$ cat config.mk
export PLATFORM = sky130hd
export DESIGN_NAME = i2c_port_expander_core
export DESIGN_NICKNAME = d
export VERILOG_FILES = /design/src/verilog/expander_pkg.sv /design/src/verilog/i2c_port_expander_core.sv
export VERILOG_INCLUDE_DIRS = /design/src /design/src/verilog
export SDC_FILE = /design/constraint.sdc
export NUM_CORES = 1
export LEC_CHECK = 0
export ABC_AREA = 1
export BUFFER_PORTS_ARGS = -buffer_cell sky130_fd_sc_hd__buf_4
export CORE_AREA = 2 2 137 139
export DETAILED_ROUTE_END_ITERATION = 7
export DIE_AREA = 0 0 139 141
export SYNTH_ARGS = -nofsm -noshare
export SYNTH_HDL_FRONTEND = slang
export SYNTH_SLANG_ARGS = --single-unit
$ cat constraint.sdc
create_clock -name i_clock -period 2.5 [get_ports i_clock]
set_input_delay 0.625 -clock i_clock [delete_from_list [all_inputs] [get_ports i_clock]]
set_output_delay 0.625 -clock i_clock [all_outputs]
set_load 0.02 [all_outputs]
$ cat src/verilog/expander_params.svh
`ifndef EXPANDER_PARAMS_SVH
`define EXPANDER_PARAMS_SVH
`define CLK_PERIOD_NS      10
`define ALERT_VALID_NS     4000
`define ALERT_CLEAR_NS     4000
`define ADDR_PREFIX        4'h7
`define REG_SEL_INPUT      2'h0
`define REG_SEL_OUTPUT     2'h1
`define REG_SEL_POLARITY   2'h2
`define REG_SEL_DIRECTION  2'h3
`define RST_OUTPUT         8'hFF
`define RST_POLARITY       8'h00
`define RST_DIRECTION      8'hFF
`define BITS_PER_BYTE      4'h8
`endif

$ cat src/verilog/expander_pkg.sv
package expander_pkg;
   typedef enum logic [2:0] {
      IDLE,
      ADDR,
      ADDR_ACK,
      WR_BYTE,
      WR_ACK,
      RD_BYTE,
      RD_ACK
   } bus_state_t;

   typedef struct packed {
      logic [7:0] output_latch;
      logic [7:0] polarity;
      logic [7:0] direction;
   } port_regs_t;

   typedef struct packed {
      logic scl;
      logic sda;
   } serial_t;
endpackage

$ cat src/verilog/i2c_port_expander_core.sv
`timescale 1ns/10ps
`include "expander_params.svh"
// Overview of operation
// RL1: Interrupt output goes valid within 4 us of a qualifying input pin change.
// RL2: Interrupt output releases within 4 us of the clearing serial clock edge.
// RL3: Interrupt asserted while any input pin differs from captured input register.
// RL4: Both rising and falling edges on input pins cause interrupts.
// RL5: Interrupt clears when pins return to captured levels or input register read.
// RL6: Input register read clears interrupt at acknowledge bit, after rising clock edge.
// RL7: After clearing, every further input change is detected and signalled again.
// RL8: Foreign bus traffic leaves interrupt unaffected; output pins never interrupt.
// RL9: Switching a pin to input may interrupt if level mismatches stored bit.
// RL10: Interrupt output only drives low or releases; pull-up provides high.
// RL11: Input pins have both drivers off, high impedance with weak pull-up.
// RL12: Output pins drive high or low per output register bit.
// RL13: Reset loads register defaults, initialises bus machine; all pins start inputs.
// RL14: Polarity register applies to input readback; every register is readable.
// RL15: Slave address includes three strap inputs, allowing eight devices per bus.
// RL16: System keeps strap inputs constant between start and stop conditions.
// RL17: Start is data falling while clock high; address follows MSB first, then R/W.
// RL18: Stop is data rising while clock high; device recognises it.
// RL19: Data changes only while clock low; changes during clock high are start/stop.
// RL20: Matching address is acknowledged by holding data low through ninth clock high.
// RL21: Each byte has an acknowledge bit; addressed receiver acknowledges every byte.
// RL22: Master NACK on last read byte makes device release data for stop.
// RL23: Address is 0111 plus three strap bits; eighth bit 1 reads, 0 writes.
// RL24: First written byte selects register: 0 input, 1 output, 2 polarity, 3 direction.
// RL25: No auto-increment; the last of several written bytes stays in the register.
// RL26: Output register read returns latch value, not pin level.
// RL27: Selected register remains the read target until a new select byte.
// RL28: Reset values: output all ones, polarity all zeros, direction all ones.
// RL29: Direction one means input, zero output; polarity one inverts input readback.
module i2c_port_expander_core
#(
   parameter int WIDTH = 8
)
(
   input  wire logic             i_clock,
   input  wire logic             i_rst_b,
   input  wire logic             i_scl,
   input  wire logic             i_sda,
   output logic                  o_sda,
   output logic                  o_sda_oe,
   input  wire logic             i_addr_strap_0,
   input  wire logic             i_addr_strap_1,
   input  wire logic             i_addr_strap_2,
   input  wire logic [WIDTH-1:0] i_expander_pins,
   output logic      [WIDTH-1:0] o_expander_pins,
   output logic      [WIDTH-1:0] o_expander_pins_oe,
   output logic                  o_alert,
   output logic                  o_alert_oe
);
   import expander_pkg::*;

   // Two-flop synchronisers; the first stage feeds only the second.
   serial_t          ser_meta;
   serial_t          ser_sync;
   serial_t          ser_prev;
   logic [WIDTH-1:0] pin_meta;
   logic [WIDTH-1:0] pin_sync;
   logic [2:0]       strap_meta;
   logic [2:0]       strap_sync;

   always_ff @(posedge i_clock or negedge i_rst_b)
   begin
      if (!i_rst_b)
      begin
         ser_meta   <= '1;
         ser_sync   <= '1;
         ser_prev   <= '1;
         pin_meta   <= '1;
         pin_sync   <= '1;
         strap_meta <= '0;
         strap_sync <= '0;
      end
      else
      begin
         ser_meta   <= '{scl: i_scl, sda: i_sda};
         ser_sync   <= ser_meta;
         ser_prev   <= ser_sync;
         pin_meta   <= i_expander_pins;
         pin_sync   <= pin_meta;
         strap_meta <= {i_addr_strap_2, i_addr_strap_1, i_addr_strap_0};
         strap_sync <= strap_meta;
      end
   end

   logic scl_rise;
   logic scl_fall;
   logic start_det;
   logic stop_det;
   assign scl_rise  = ser_sync.scl & ~ser_prev.scl;
   assign scl_fall  = ~ser_sync.scl & ser_prev.scl;
   assign start_det = ser_sync.scl & ser_prev.scl & ser_prev.sda & ~ser_sync.sda; // [RL17] [RL19]
   assign stop_det  = ser_sync.scl & ser_prev.scl & ~ser_prev.sda & ser_sync.sda; // [RL18] [RL19]

   // Readback of the selected register.
   function automatic logic [7:0] reg_read(input logic [1:0] sel, input port_regs_t r,
                                           input logic [WIDTH-1:0] in_reg);
      unique case (sel)
         `REG_SEL_INPUT:    reg_read = in_reg ^ r.polarity; // [RL14] [RL29]
         `REG_SEL_OUTPUT:   reg_read = r.output_latch;      // [RL26]
         `REG_SEL_POLARITY: reg_read = r.polarity;
         `REG_SEL_DIRECTION:reg_read = r.direction;
      endcase
   endfunction

   bus_state_t       state;
   bus_state_t       next_state;
   logic [3:0]       bit_cnt;
   logic [3:0]       next_bit_cnt;
   logic [7:0]       shift;
   logic [7:0]       next_shift;
   logic             have_sel;
   logic             next_have_sel;
   logic [1:0]       sel;
   logic [1:0]       next_sel;
   port_regs_t       regs;
   port_regs_t       next_regs;
   logic [WIDTH-1:0] in_reg;
   logic [WIDTH-1:0] next_in_reg;
   logic             sda_low;
   logic             next_sda_low;
   logic             clear_pulse;
   logic [7:0]       read_val;

   always_comb
   begin
      read_val      = reg_read(sel, regs, in_reg);
      next_state    = state;
      next_bit_cnt  = bit_cnt;
      next_shift    = shift;
      next_have_sel = have_sel;
      next_sel      = sel;
      next_regs     = regs;
      next_sda_low  = sda_low;
      clear_pulse   = 1'b0;
      // The input register is recaptured only at an input-register read, so the alert compares against it.
      next_in_reg   = in_reg;
      if (start_det)
      begin
         next_state   = ADDR;
         next_bit_cnt = '0;
         next_sda_low = 1'b0;
      end
      else if (stop_det)
      begin
         next_state   = IDLE;
         next_sda_low = 1'b0;
      end
      else
      begin
         unique case (state)
            IDLE:
            begin
               next_sda_low = 1'b0;
            end
            ADDR, WR_BYTE:
            begin
               if (scl_rise)
               begin
                  next_shift   = {shift[6:0], ser_sync.sda}; // [RL17]
                  next_bit_cnt = bit_cnt + 4'h1;
               end
               else if (scl_fall && bit_cnt == `BITS_PER_BYTE)
               begin
                  next_bit_cnt = '0;
                  if (state == ADDR)
                  begin
                     if (shift[7:1] == {`ADDR_PREFIX, strap_sync}) // [RL15] [RL23]
                     begin
                        next_state   = ADDR_ACK;
                        next_sda_low = 1'b1; // [RL20]
                     end
                     else
                        next_state = IDLE; // [RL8]
                  end
                  else
                  begin
                     next_state   = WR_ACK;
                     next_sda_low = 1'b1; // [RL21]
                     if (!have_sel)
                     begin
                        next_sel      = shift[1:0]; // [RL24] [RL27]
                        next_have_sel = 1'b1;
                     end
                     else
                     begin
                        unique case (sel) // [RL25]
                           `REG_SEL_INPUT:     ;
                           `REG_SEL_OUTPUT:    next_regs.output_latch = shift;
                           `REG_SEL_POLARITY:  next_regs.polarity     = shift;
                           `REG_SEL_DIRECTION: next_regs.direction    = shift;
                        endcase
                     end
                  end
               end
            end
            ADDR_ACK, WR_ACK:
            begin
               if (scl_rise && state == ADDR_ACK && shift[0] && sel == `REG_SEL_INPUT)
                  clear_pulse = 1'b1; // [RL6]
               if (scl_fall)
               begin
                  if (state == ADDR_ACK && shift[0])
                  begin
                     next_state   = RD_BYTE;
                     next_shift   = read_val;
                     next_sda_low = ~read_val[7];
                     next_bit_cnt = 4'h1;
                  end
                  else
                  begin
                     next_state    = WR_BYTE;
                     next_sda_low  = 1'b0;
                     if (state == ADDR_ACK)
                        next_have_sel = 1'b0;
                  end
               end
            end
            RD_BYTE:
            begin
               if (scl_fall)
               begin
                  if (bit_cnt == `BITS_PER_BYTE)
                  begin
                     next_state   = RD_ACK;
                     next_sda_low = 1'b0; // [RL21]
                  end
                  else
                  begin
                     next_sda_low = ~shift[7 - bit_cnt[2:0]];
                     next_bit_cnt = bit_cnt + 4'h1;
                  end
               end
            end
            RD_ACK:
            begin
               if (scl_rise)
               begin
                  if (ser_sync.sda)
                     next_state = IDLE; // [RL22]
                  else if (sel == `REG_SEL_INPUT)
                     clear_pulse = 1'b1; // [RL6]
               end
               else if (scl_fall)
               begin
                  next_state   = RD_BYTE;
                  next_shift   = read_val;
                  next_sda_low = ~read_val[7];
                  next_bit_cnt = 4'h1;
               end
            end
         endcase
      end
      // Capture on clear; a change racing the ack edge may be swallowed here.
      if (clear_pulse)
         next_in_reg = pin_sync; // [RL5] [RL6] [RL7]
   end

   always_ff @(posedge i_clock or negedge i_rst_b)
   begin
      if (!i_rst_b)
      begin
         state    <= IDLE; // [RL13]
         bit_cnt  <= '0;
         shift    <= '0;
         have_sel <= 1'b0;
         sel      <= `REG_SEL_INPUT;
         regs     <= '{output_latch: `RST_OUTPUT, polarity: `RST_POLARITY, direction: `RST_DIRECTION}; // [RL28]
         in_reg   <= '1;
         sda_low  <= 1'b0;
      end
      else
      begin
         state    <= next_state;
         bit_cnt  <= next_bit_cnt;
         shift    <= next_shift;
         have_sel <= next_have_sel;
         sel      <= next_sel;
         regs     <= next_regs;
         in_reg   <= next_in_reg;
         sda_low  <= next_sda_low;
      end
   end

   // Mismatch is evaluated on input pins only; sync latency is far inside the bound.
   logic             mismatch;
   logic             alert_low;
   logic             next_alert_low;
   logic [WIDTH-1:0] pin_out;
   logic [WIDTH-1:0] pin_oe;
   logic [WIDTH-1:0] next_pin_out;
   logic [WIDTH-1:0] next_pin_oe;

   always_comb
   begin
      mismatch = |((pin_sync ^ in_reg) & regs.direction); // [RL3] [RL4] [RL8] [RL9]
      next_alert_low = mismatch & ~clear_pulse; // [RL1] [RL2] [RL5] [RL7]
      next_pin_oe    = ~regs.direction;          // [RL11] [RL12] [RL29]
      next_pin_out   = regs.output_latch & ~regs.direction; // [RL12]
   end

   always_ff @(posedge i_clock or negedge i_rst_b)
   begin
      if (!i_rst_b)
      begin
         alert_low <= 1'b0;
         pin_out   <= '0;
         pin_oe    <= '0; // [RL13]
      end
      else
      begin
         alert_low <= next_alert_low;
         pin_out   <= next_pin_out;
         pin_oe    <= next_pin_oe;
      end
   end

   assign o_sda              = 1'b0;
   assign o_sda_oe           = sda_low;
   assign o_alert            = 1'b0; // [RL10]
   assign o_alert_oe         = alert_low;
   assign o_expander_pins    = pin_out;
   assign o_expander_pins_oe = pin_oe;
endmodule

==> results of run 1 <==
[stage by stage]
| stage | power (µW) | hold slack (ps) | instance area (µm²) | setup WS, ps | util |
|---|---|---|---|---|---|
| 2_1_floorplan | 2910 | 329 | 4450 | 671 | - |
| 3_3_place_gp | 3310 | 336 | 4990 | 327 | 0.273 |
| 3_5_place_dp | 3310 | 346 | 4990 | 352 | 0.273 |
| 4_1_cts | 4690 | 305 | 5280 | 343 | 0.289 |
| 5_1_grt | 4940 | 351 | 5280 | 177 | 0.289 |
| 6_report | 4630 | 279 | 5280 | 384 | 0.289 |
[worst max-delay path, stage by stage, from the launching register on]
cell and delay (ps):
dfstp_2 560, ha_1 280, nand2_1 120, o22ai_2 450
nand2_1 350, o21ai_0 190, inv_1 50
[synth_stat cells]
cell and instances:
nand2_1 140, inv_1 51, dfrtp_1 50, dfstp_2 46
nand3_1 34, o21ai_0 34, nor2_1 27, o21ai_1 15
o21ai_2 14, a21oi_1 13, xnor2_1 8, inv_2 6
nand4_1 6, ha_1 5, nor2_2 5, buf_2 4
nand3_2 4, nor3_1 4, buf_4 3, buf_6 3
o211ai_1 3, o22ai_1 3, a21o_1 2, nand2_4 2
nor3_4 2, xor2_1 2, a21oi_2 1, clkbuf_1 1
conb_1 1, inv_4 1, nand2_2 1, nor2_4 1
nor3_2 1, o21bai_1 1, o22ai_2 1, or2_2 1
[layer usage]
metal,part of all wire,up-vias,GRT usage,routed length (µm)
met5,0,-,0,0
li1,-,1679,-,-
met3,0.045,15,0.0197,462
met4,0.021,0,0.0558,218
met2,0.46,60,0.171,4650
met1,0.47,1575,0.147,4820
[cells in the final DEF (no fill, tap or decap), types with 2 or more instances in the layout]
master,count
nand2_1,140
inv_1,51
dfrtp_1,50
dfstp_2,46
buf_4,41
o21ai_0,34
nand3_1,34
nor2_1,27
o21ai_1,15
o21ai_2,14
a21oi_1,13
clkbuf_16,9
xnor2_1,8
nand4_1,6
inv_2,6
nor2_2,5
ha_1,5
nand3_2,4
nor3_1,4
o22ai_1,3
o211ai_1,3
a21o_1,2
nand2_4,2
nor3_4,2
xor2_1,2
conb_1,2
clkinv_2,2
clkbuf_8,2
[how the worst max path moves through the flow]
stage	from	endpoint	slack (ps)	cells past startpoint
after CTS	ser_sync[0]	o_alert_oe	340	9
after global routing	ser_sync[0]	o_alert_oe	180	9
after global placement	ser_sync[1]	o_alert_oe	330	6
final	ser_sync[1]	o_alert_oe	380	6
after floorplan	bit_cnt[0]	regs[15]	670	11
after detailed placement	ser_sync[0]	o_alert_oe	350	9
[power by group]
| part | internal (µW) | switching [µW] | total [µW] |
|---|---|---|---|
| Combinational | 435 | 913 | 1350 |
| Sequential | 1750 | 185 | 1940 |
| Clock | 736 | 609 | 1340 |
[final cells by class]
cell class | instances | area, µm² | share of cell area
timing repair buffer | 42 | 328 | 0.0621
clock buffer | 11 | 253 | 0.0479
clock inverter | 5 | 37.5 | 0.00711
inverter | 58 | 220 | 0.0417
sequential | 96 | 2460 | 0.466
multi-input combinational | 332 | 1690 | 0.320
tap | 234 | 293 | 0.0554
[cell families (layout without fill, tap and decap cells)]
kind of cell             count (synthesis)  count (layout)  share of synthesized area
AND/OR/NAND/NOR                        228             228                      0.228
flip-flops                              96              96                      0.553
AO/OA/AOI/OAI                           87              87                      0.116
buffers and inverters                   69             116                     0.0675
XOR/XNOR                                10              10                     0.0197
adder cells (fa/ha/maj)                  5               5                     0.0141
other                                    1               2                   0.000843
==> flow_summary.yaml, run 1 <==
pwr:
  p_leak_uw: 0.00233
  vdd_drop_max_mv: 0.329
  p_per_area_mw_per_mm2: 877
placed_design:
  placed_cells: 762
  dp_hpwl_um: 7420
  port_buffers: 32
  routabilityCongestion: 0.852
timing:
  rsz0062_at_grt: "false"
  setup-violations-final: 0
  finalHoldViolCount: 0
  clock.fmax_mhz: 473
  worst_pin_slew_ps: 625
  finClkSkew_ps: 11.9
  timing.final.crit_share: 0.846
  finalMaxSlewViolations: 0
  slew_headroom: 0.583
  tns_ps: 0
  period_minus_slack_ps: 2120
finish:
  fin_cells: 778
  fill_cells: 1944
  area_growth_pct: 18.8
  insertedDiodeCount: 0
  largest_register_ff_count: 24
  nets: 559
  top_register: "regs"
  drive_gt1_frac: 0.265
grt:
  grt_overflow: 0
  grt_pass1_wl_um: 17000
  antenna_found_initial: 0
  grt_use_total: 0.110
  grt_max_degree: 47
  grt_pass1_vias: 3243
drt:
  via_per_inst: 4.28
  ant_nets: 0
  avgRoutedWirePerCell_um: 13.1
  dr.pass1.iters: 4
  drt-initial-drc-count: 214
  routed_wl_um: 10200
  vias: 3329
  drc_errors: 0
clock_network:
  clk_latency_ps: 360
  cts_root_buf: "clkbuf_16"
  cts_sinks: 96
  path_clk_slew_ps: 70
  clockBufferDepth: 2
  post-cts-setup-buffers: 0
  cts_tree: "built"
  ctsHoldBuffers: 0
  numCtsBuffers: 9
  htreeDepth: 3
  cts_resized: 0
setup_path:
  r2r_cells: 6
  rrSetupSlack_ps: 380
  cp-start-kind: "register"
  critPathKind: "reg2reg"
  crit_required_ps: 2740
  worstReg2RegEnd: "o_alert_oe"
  critPathMaxFanout: 11
  rr_startpoint: "ser_sync[1]"
  cp-end-kind: "register"
  critPathArrivalTime_ps: 2360
floorplanning:
  pin_count: 35
  dieArea_mm2: 0.0196
  rows: 50
  die_h_um: 141
  start_util: 0.243
  core_area_mm2: 0.0183
  die-width_um: 139
synthesis:
  synth_area_leader_cell: "dfrtp_1"
  synth_area_leaders: "dfrtp_1 (28%), dfstp_2 (27%), nand2_1 (12%)"
  synth.cell_area_mm2: 0.00445
  synth_cell_types: 36
  seq_area_frac_synth: 0.553
  syn_inst: 496
  synth-seq-cells: 96
  avgSynthCellArea_um2: 8.97
  yosys_warnings: 0
  synth.top_cell.area_share: 0.281
run:
  drv_cap: 0
run_status:
  outcome: "finished, final reports clean"
hold_path:
  min_path_type: "in2async"
(Power assumes the default switching activity.)
==> inputs of run 2 (changes only) <==
--- a/config.mk
+++ b/config.mk
@@ -6,7 +6,7 @@
 export SDC_FILE = /design/constraint.sdc
 export NUM_CORES = 1
 export LEC_CHECK = 0
-export ABC_AREA = 1
+export ABC_AREA = 0
 export BUFFER_PORTS_ARGS = -buffer_cell sky130_fd_sc_hd__buf_4
 export CORE_AREA = 2 2 137 139
 export DETAILED_ROUTE_END_ITERATION = 7
==> constraint.sdc (replaced) <==
create_clock -name i_clock -period 2 [get_ports i_clock]
set_input_delay 0.5 -clock i_clock [delete_from_list [all_inputs] [get_ports i_clock]]
set_output_delay 0.5 -clock i_clock [all_outputs]
set_load 0.02 [all_outputs]
==> run 2 against run 1 <==
Largest cell class unchanged. Sequential power grew 8%. Critical path depth increased by 1. Utilization up 2.7 points. The run now ends with negative setup slack left. Clock power grew 45%.
==> flow_summary.yaml, run 2 <==
run_status:
  outcome: "finished with violations"
  violations: "negative setup slack"
synthesis:
  synthArstFlopShare: 1.00
  synth-seq-cells: 96
  synth_area_leaders: "dfrtp_1 (28%), dfstp_2 (27%), mux2_2 (7.4%)"
  synth.most_common_cell: "dfrtp_1"
  synth.cell_area_mm2: 0.00442
  synth_cell_types: 59
  avgSynthCellArea_um2: 12.0
  synth_area_leader_cell: "dfrtp_1"
  synth_common_cells: "dfrtp_1 (50), dfstp_2 (46), mux2_2 (29), nor2b_1 (23), inv_1 (22)"
  yosys_most_used_dff: "dfrtp_1"
  yosys_warnings: 0
  seq_area_frac_synth: 0.556
  synth.top_cell.area_share: 0.283
  synth_edf_count: 0
  syn_inst: 368
clock_network:
  numCtsBuffers: 9
  cts_root_buf: "clkbuf_16"
  cts_sinks: 96
  cts_tree: "built"
  path_clk_slew_ps: 80
  clockBufferDepth: 2
  clk_latency_ps: 350
  htreeDepth: 3
grt:
  grt_max_degree: 54
  grt_use_total: 0.111
  grt_overflow: 0
  antenna_found_initial: 0
  grt_pass1_vias: 3328
  grt_pass1_wl_um: 17400
finish:
  fin_area_mm2: 0.00577
  insertedDiodeCount: 0
  nets: 459
  drive_gt1_frac: 0.457
  fin_util: 0.316
  area_growth_pct: 30.4
  final_cell_mix: "buf_4 (71), dfrtp_1 (49), dfstp_2 (46)"
  top_register: "regs"
  final_common_cell: "buf_4"
  largest_register_ff_count: 24
floorplanning:
  start_util: 0.242
  dieArea_mm2: 0.0196
  die-width_um: 139
  core_area_mm2: 0.0183
  die_h_um: 141
  pin_count: 35
  rows: 50
pwr:
  clkPwrFrac: 0.442
  vdd_drop_max_mv: 0.534
  p_comb_frac: 0.081
  p_per_area_mw_per_mm2: 761
  p_sw_frac: 0.244
  p_leak_uw: 0.00251
  p_int_uw: 3320
  switching_power_uw: 1070
  pwr-share-seq: 0.476
setup_path:
  cp-start-kind: "register"
  crit_required_ps: 2220
  cp-end-kind: "register"
  critPathMaxFanout: 3
  critPathKind: "reg2reg"
  critPathArrivalTime_ps: 2300
drt:
  routed_wl_um: 10600
  drc_errors: 0
  dr.pass1.iters: 4
  avgRoutedWirePerCell_um: 15.6
  drt-initial-drc-count: 135
  ant_nets: 0
  vias: 3164
  via_per_inst: 4.67
timing:
  tns_ps: -821
  timing.final.crit_share: 1.04
  timing.hold.ws_ps: 48.8
  clock.fmax_mhz: 480
  rsz0062_at_grt: "true"
  setup-violations-final: 21
  period_minus_slack_ps: 2080
  setup_slack_ps: -84.6
  finClkSkew_ps: 10.4
  finalHoldViolCount: 0
  finalMaxSlewViolations: 0
run:
  drv_cap: 0
hold_path:
  min_path_type: "in2async"
placed_design:
  placed_area_mm2: 0.00528
  port_buffers: 32
  routabilityCongestion: 0.832
  dp_hpwl_um: 7460
## run 2: power by group through the flow
stage          Clock [µW]  Sequential, µW  Combinational [µW]
2_1_floorplan           0            2120                 150
6_report             1940            2090                 357
5_1_grt              2080            2100                 389
3_3_place_gp            0            2120                 324
4_1_cts              2000            2090                 345
3_5_place_dp            0            2120                 330
## run 2: layout make-up
class	count	area, µm²
clock buffer	9	225
clock inverter	7	109
fill	1869	12500
inverter	22	82.6
multi-input combinational	230	1940
sequential	96	2460
tap	234	293
timing repair buffer	80	661
## run 2: worst max-delay path, cell delays in order (launching register included)
cell      delay [ps]
dfrtp_1          370
inv_2             50
ha_4             150
and3b_1          190
or4b_4           490
a221o_1          360
o311ai_1         230
o21ai_1          120
## run 2: cells by family (layout without fill, tap and decap cells)
logic type	count (synthesis)	in the layout	synth area share
AOI/OAI and AO/OA	82	82	0.130
buffers and inverters	43	118	0.0421
and+or+nand+nor	89	89	0.128
adders and majority gates	5	5	0.0141
other	1	2	0.000848
DFF	96	96	0.556
xor gates and xnor gates	12	12	0.0238
muxes	40	40	0.104
## run 2: timing repair
action                                  in CTS  in global routing
pin swaps                                    2                  7
setup buffers                                3                  2
gates cloned                                 0                  0
hold buffers                                 0                  0
resized for setup                           10                 22
endpoints found under the setup margin      26                 47
## run 2: worst paths after layout
kind                                    startpoint                     to  slack [ps]  depth (start not counted)
worst max-delay path                    bit_cnt[1]             bit_cnt[0]         -80                          7
worst min-delay path                       i_rst_b  o_expander_pins_oe[6]          50                          1
worst max register to register          bit_cnt[1]             bit_cnt[0]         -80                          7
worst min register to register         pin_meta[6]            pin_sync[6]         350                          0
max in group asynchronous                  i_rst_b               regs[22]        1290                          2
min in group i_clock            i_expander_pins[2]            pin_meta[2]         250                          1
## run 2: metal layers
layer	global-route usage	share of wire
met1	0.142	0.45
met2	0.180	0.48
met3	0.0245	0.037
met4	0.0500	0.028
met5	0	0
## run 2: metrics by stage
step / worst slack [ps] / total power, µW / instances
3_5_place_dp: -132 / 2460 / 657
3_3_place_gp: -95.6 / 2450 / 657
6_report: -84.6 / 4390 / 678
2_1_floorplan: -142 / 2270 / 369
4_1_cts: -86.2 / 4440 / 676
5_1_grt: -171 / 4570 / 678
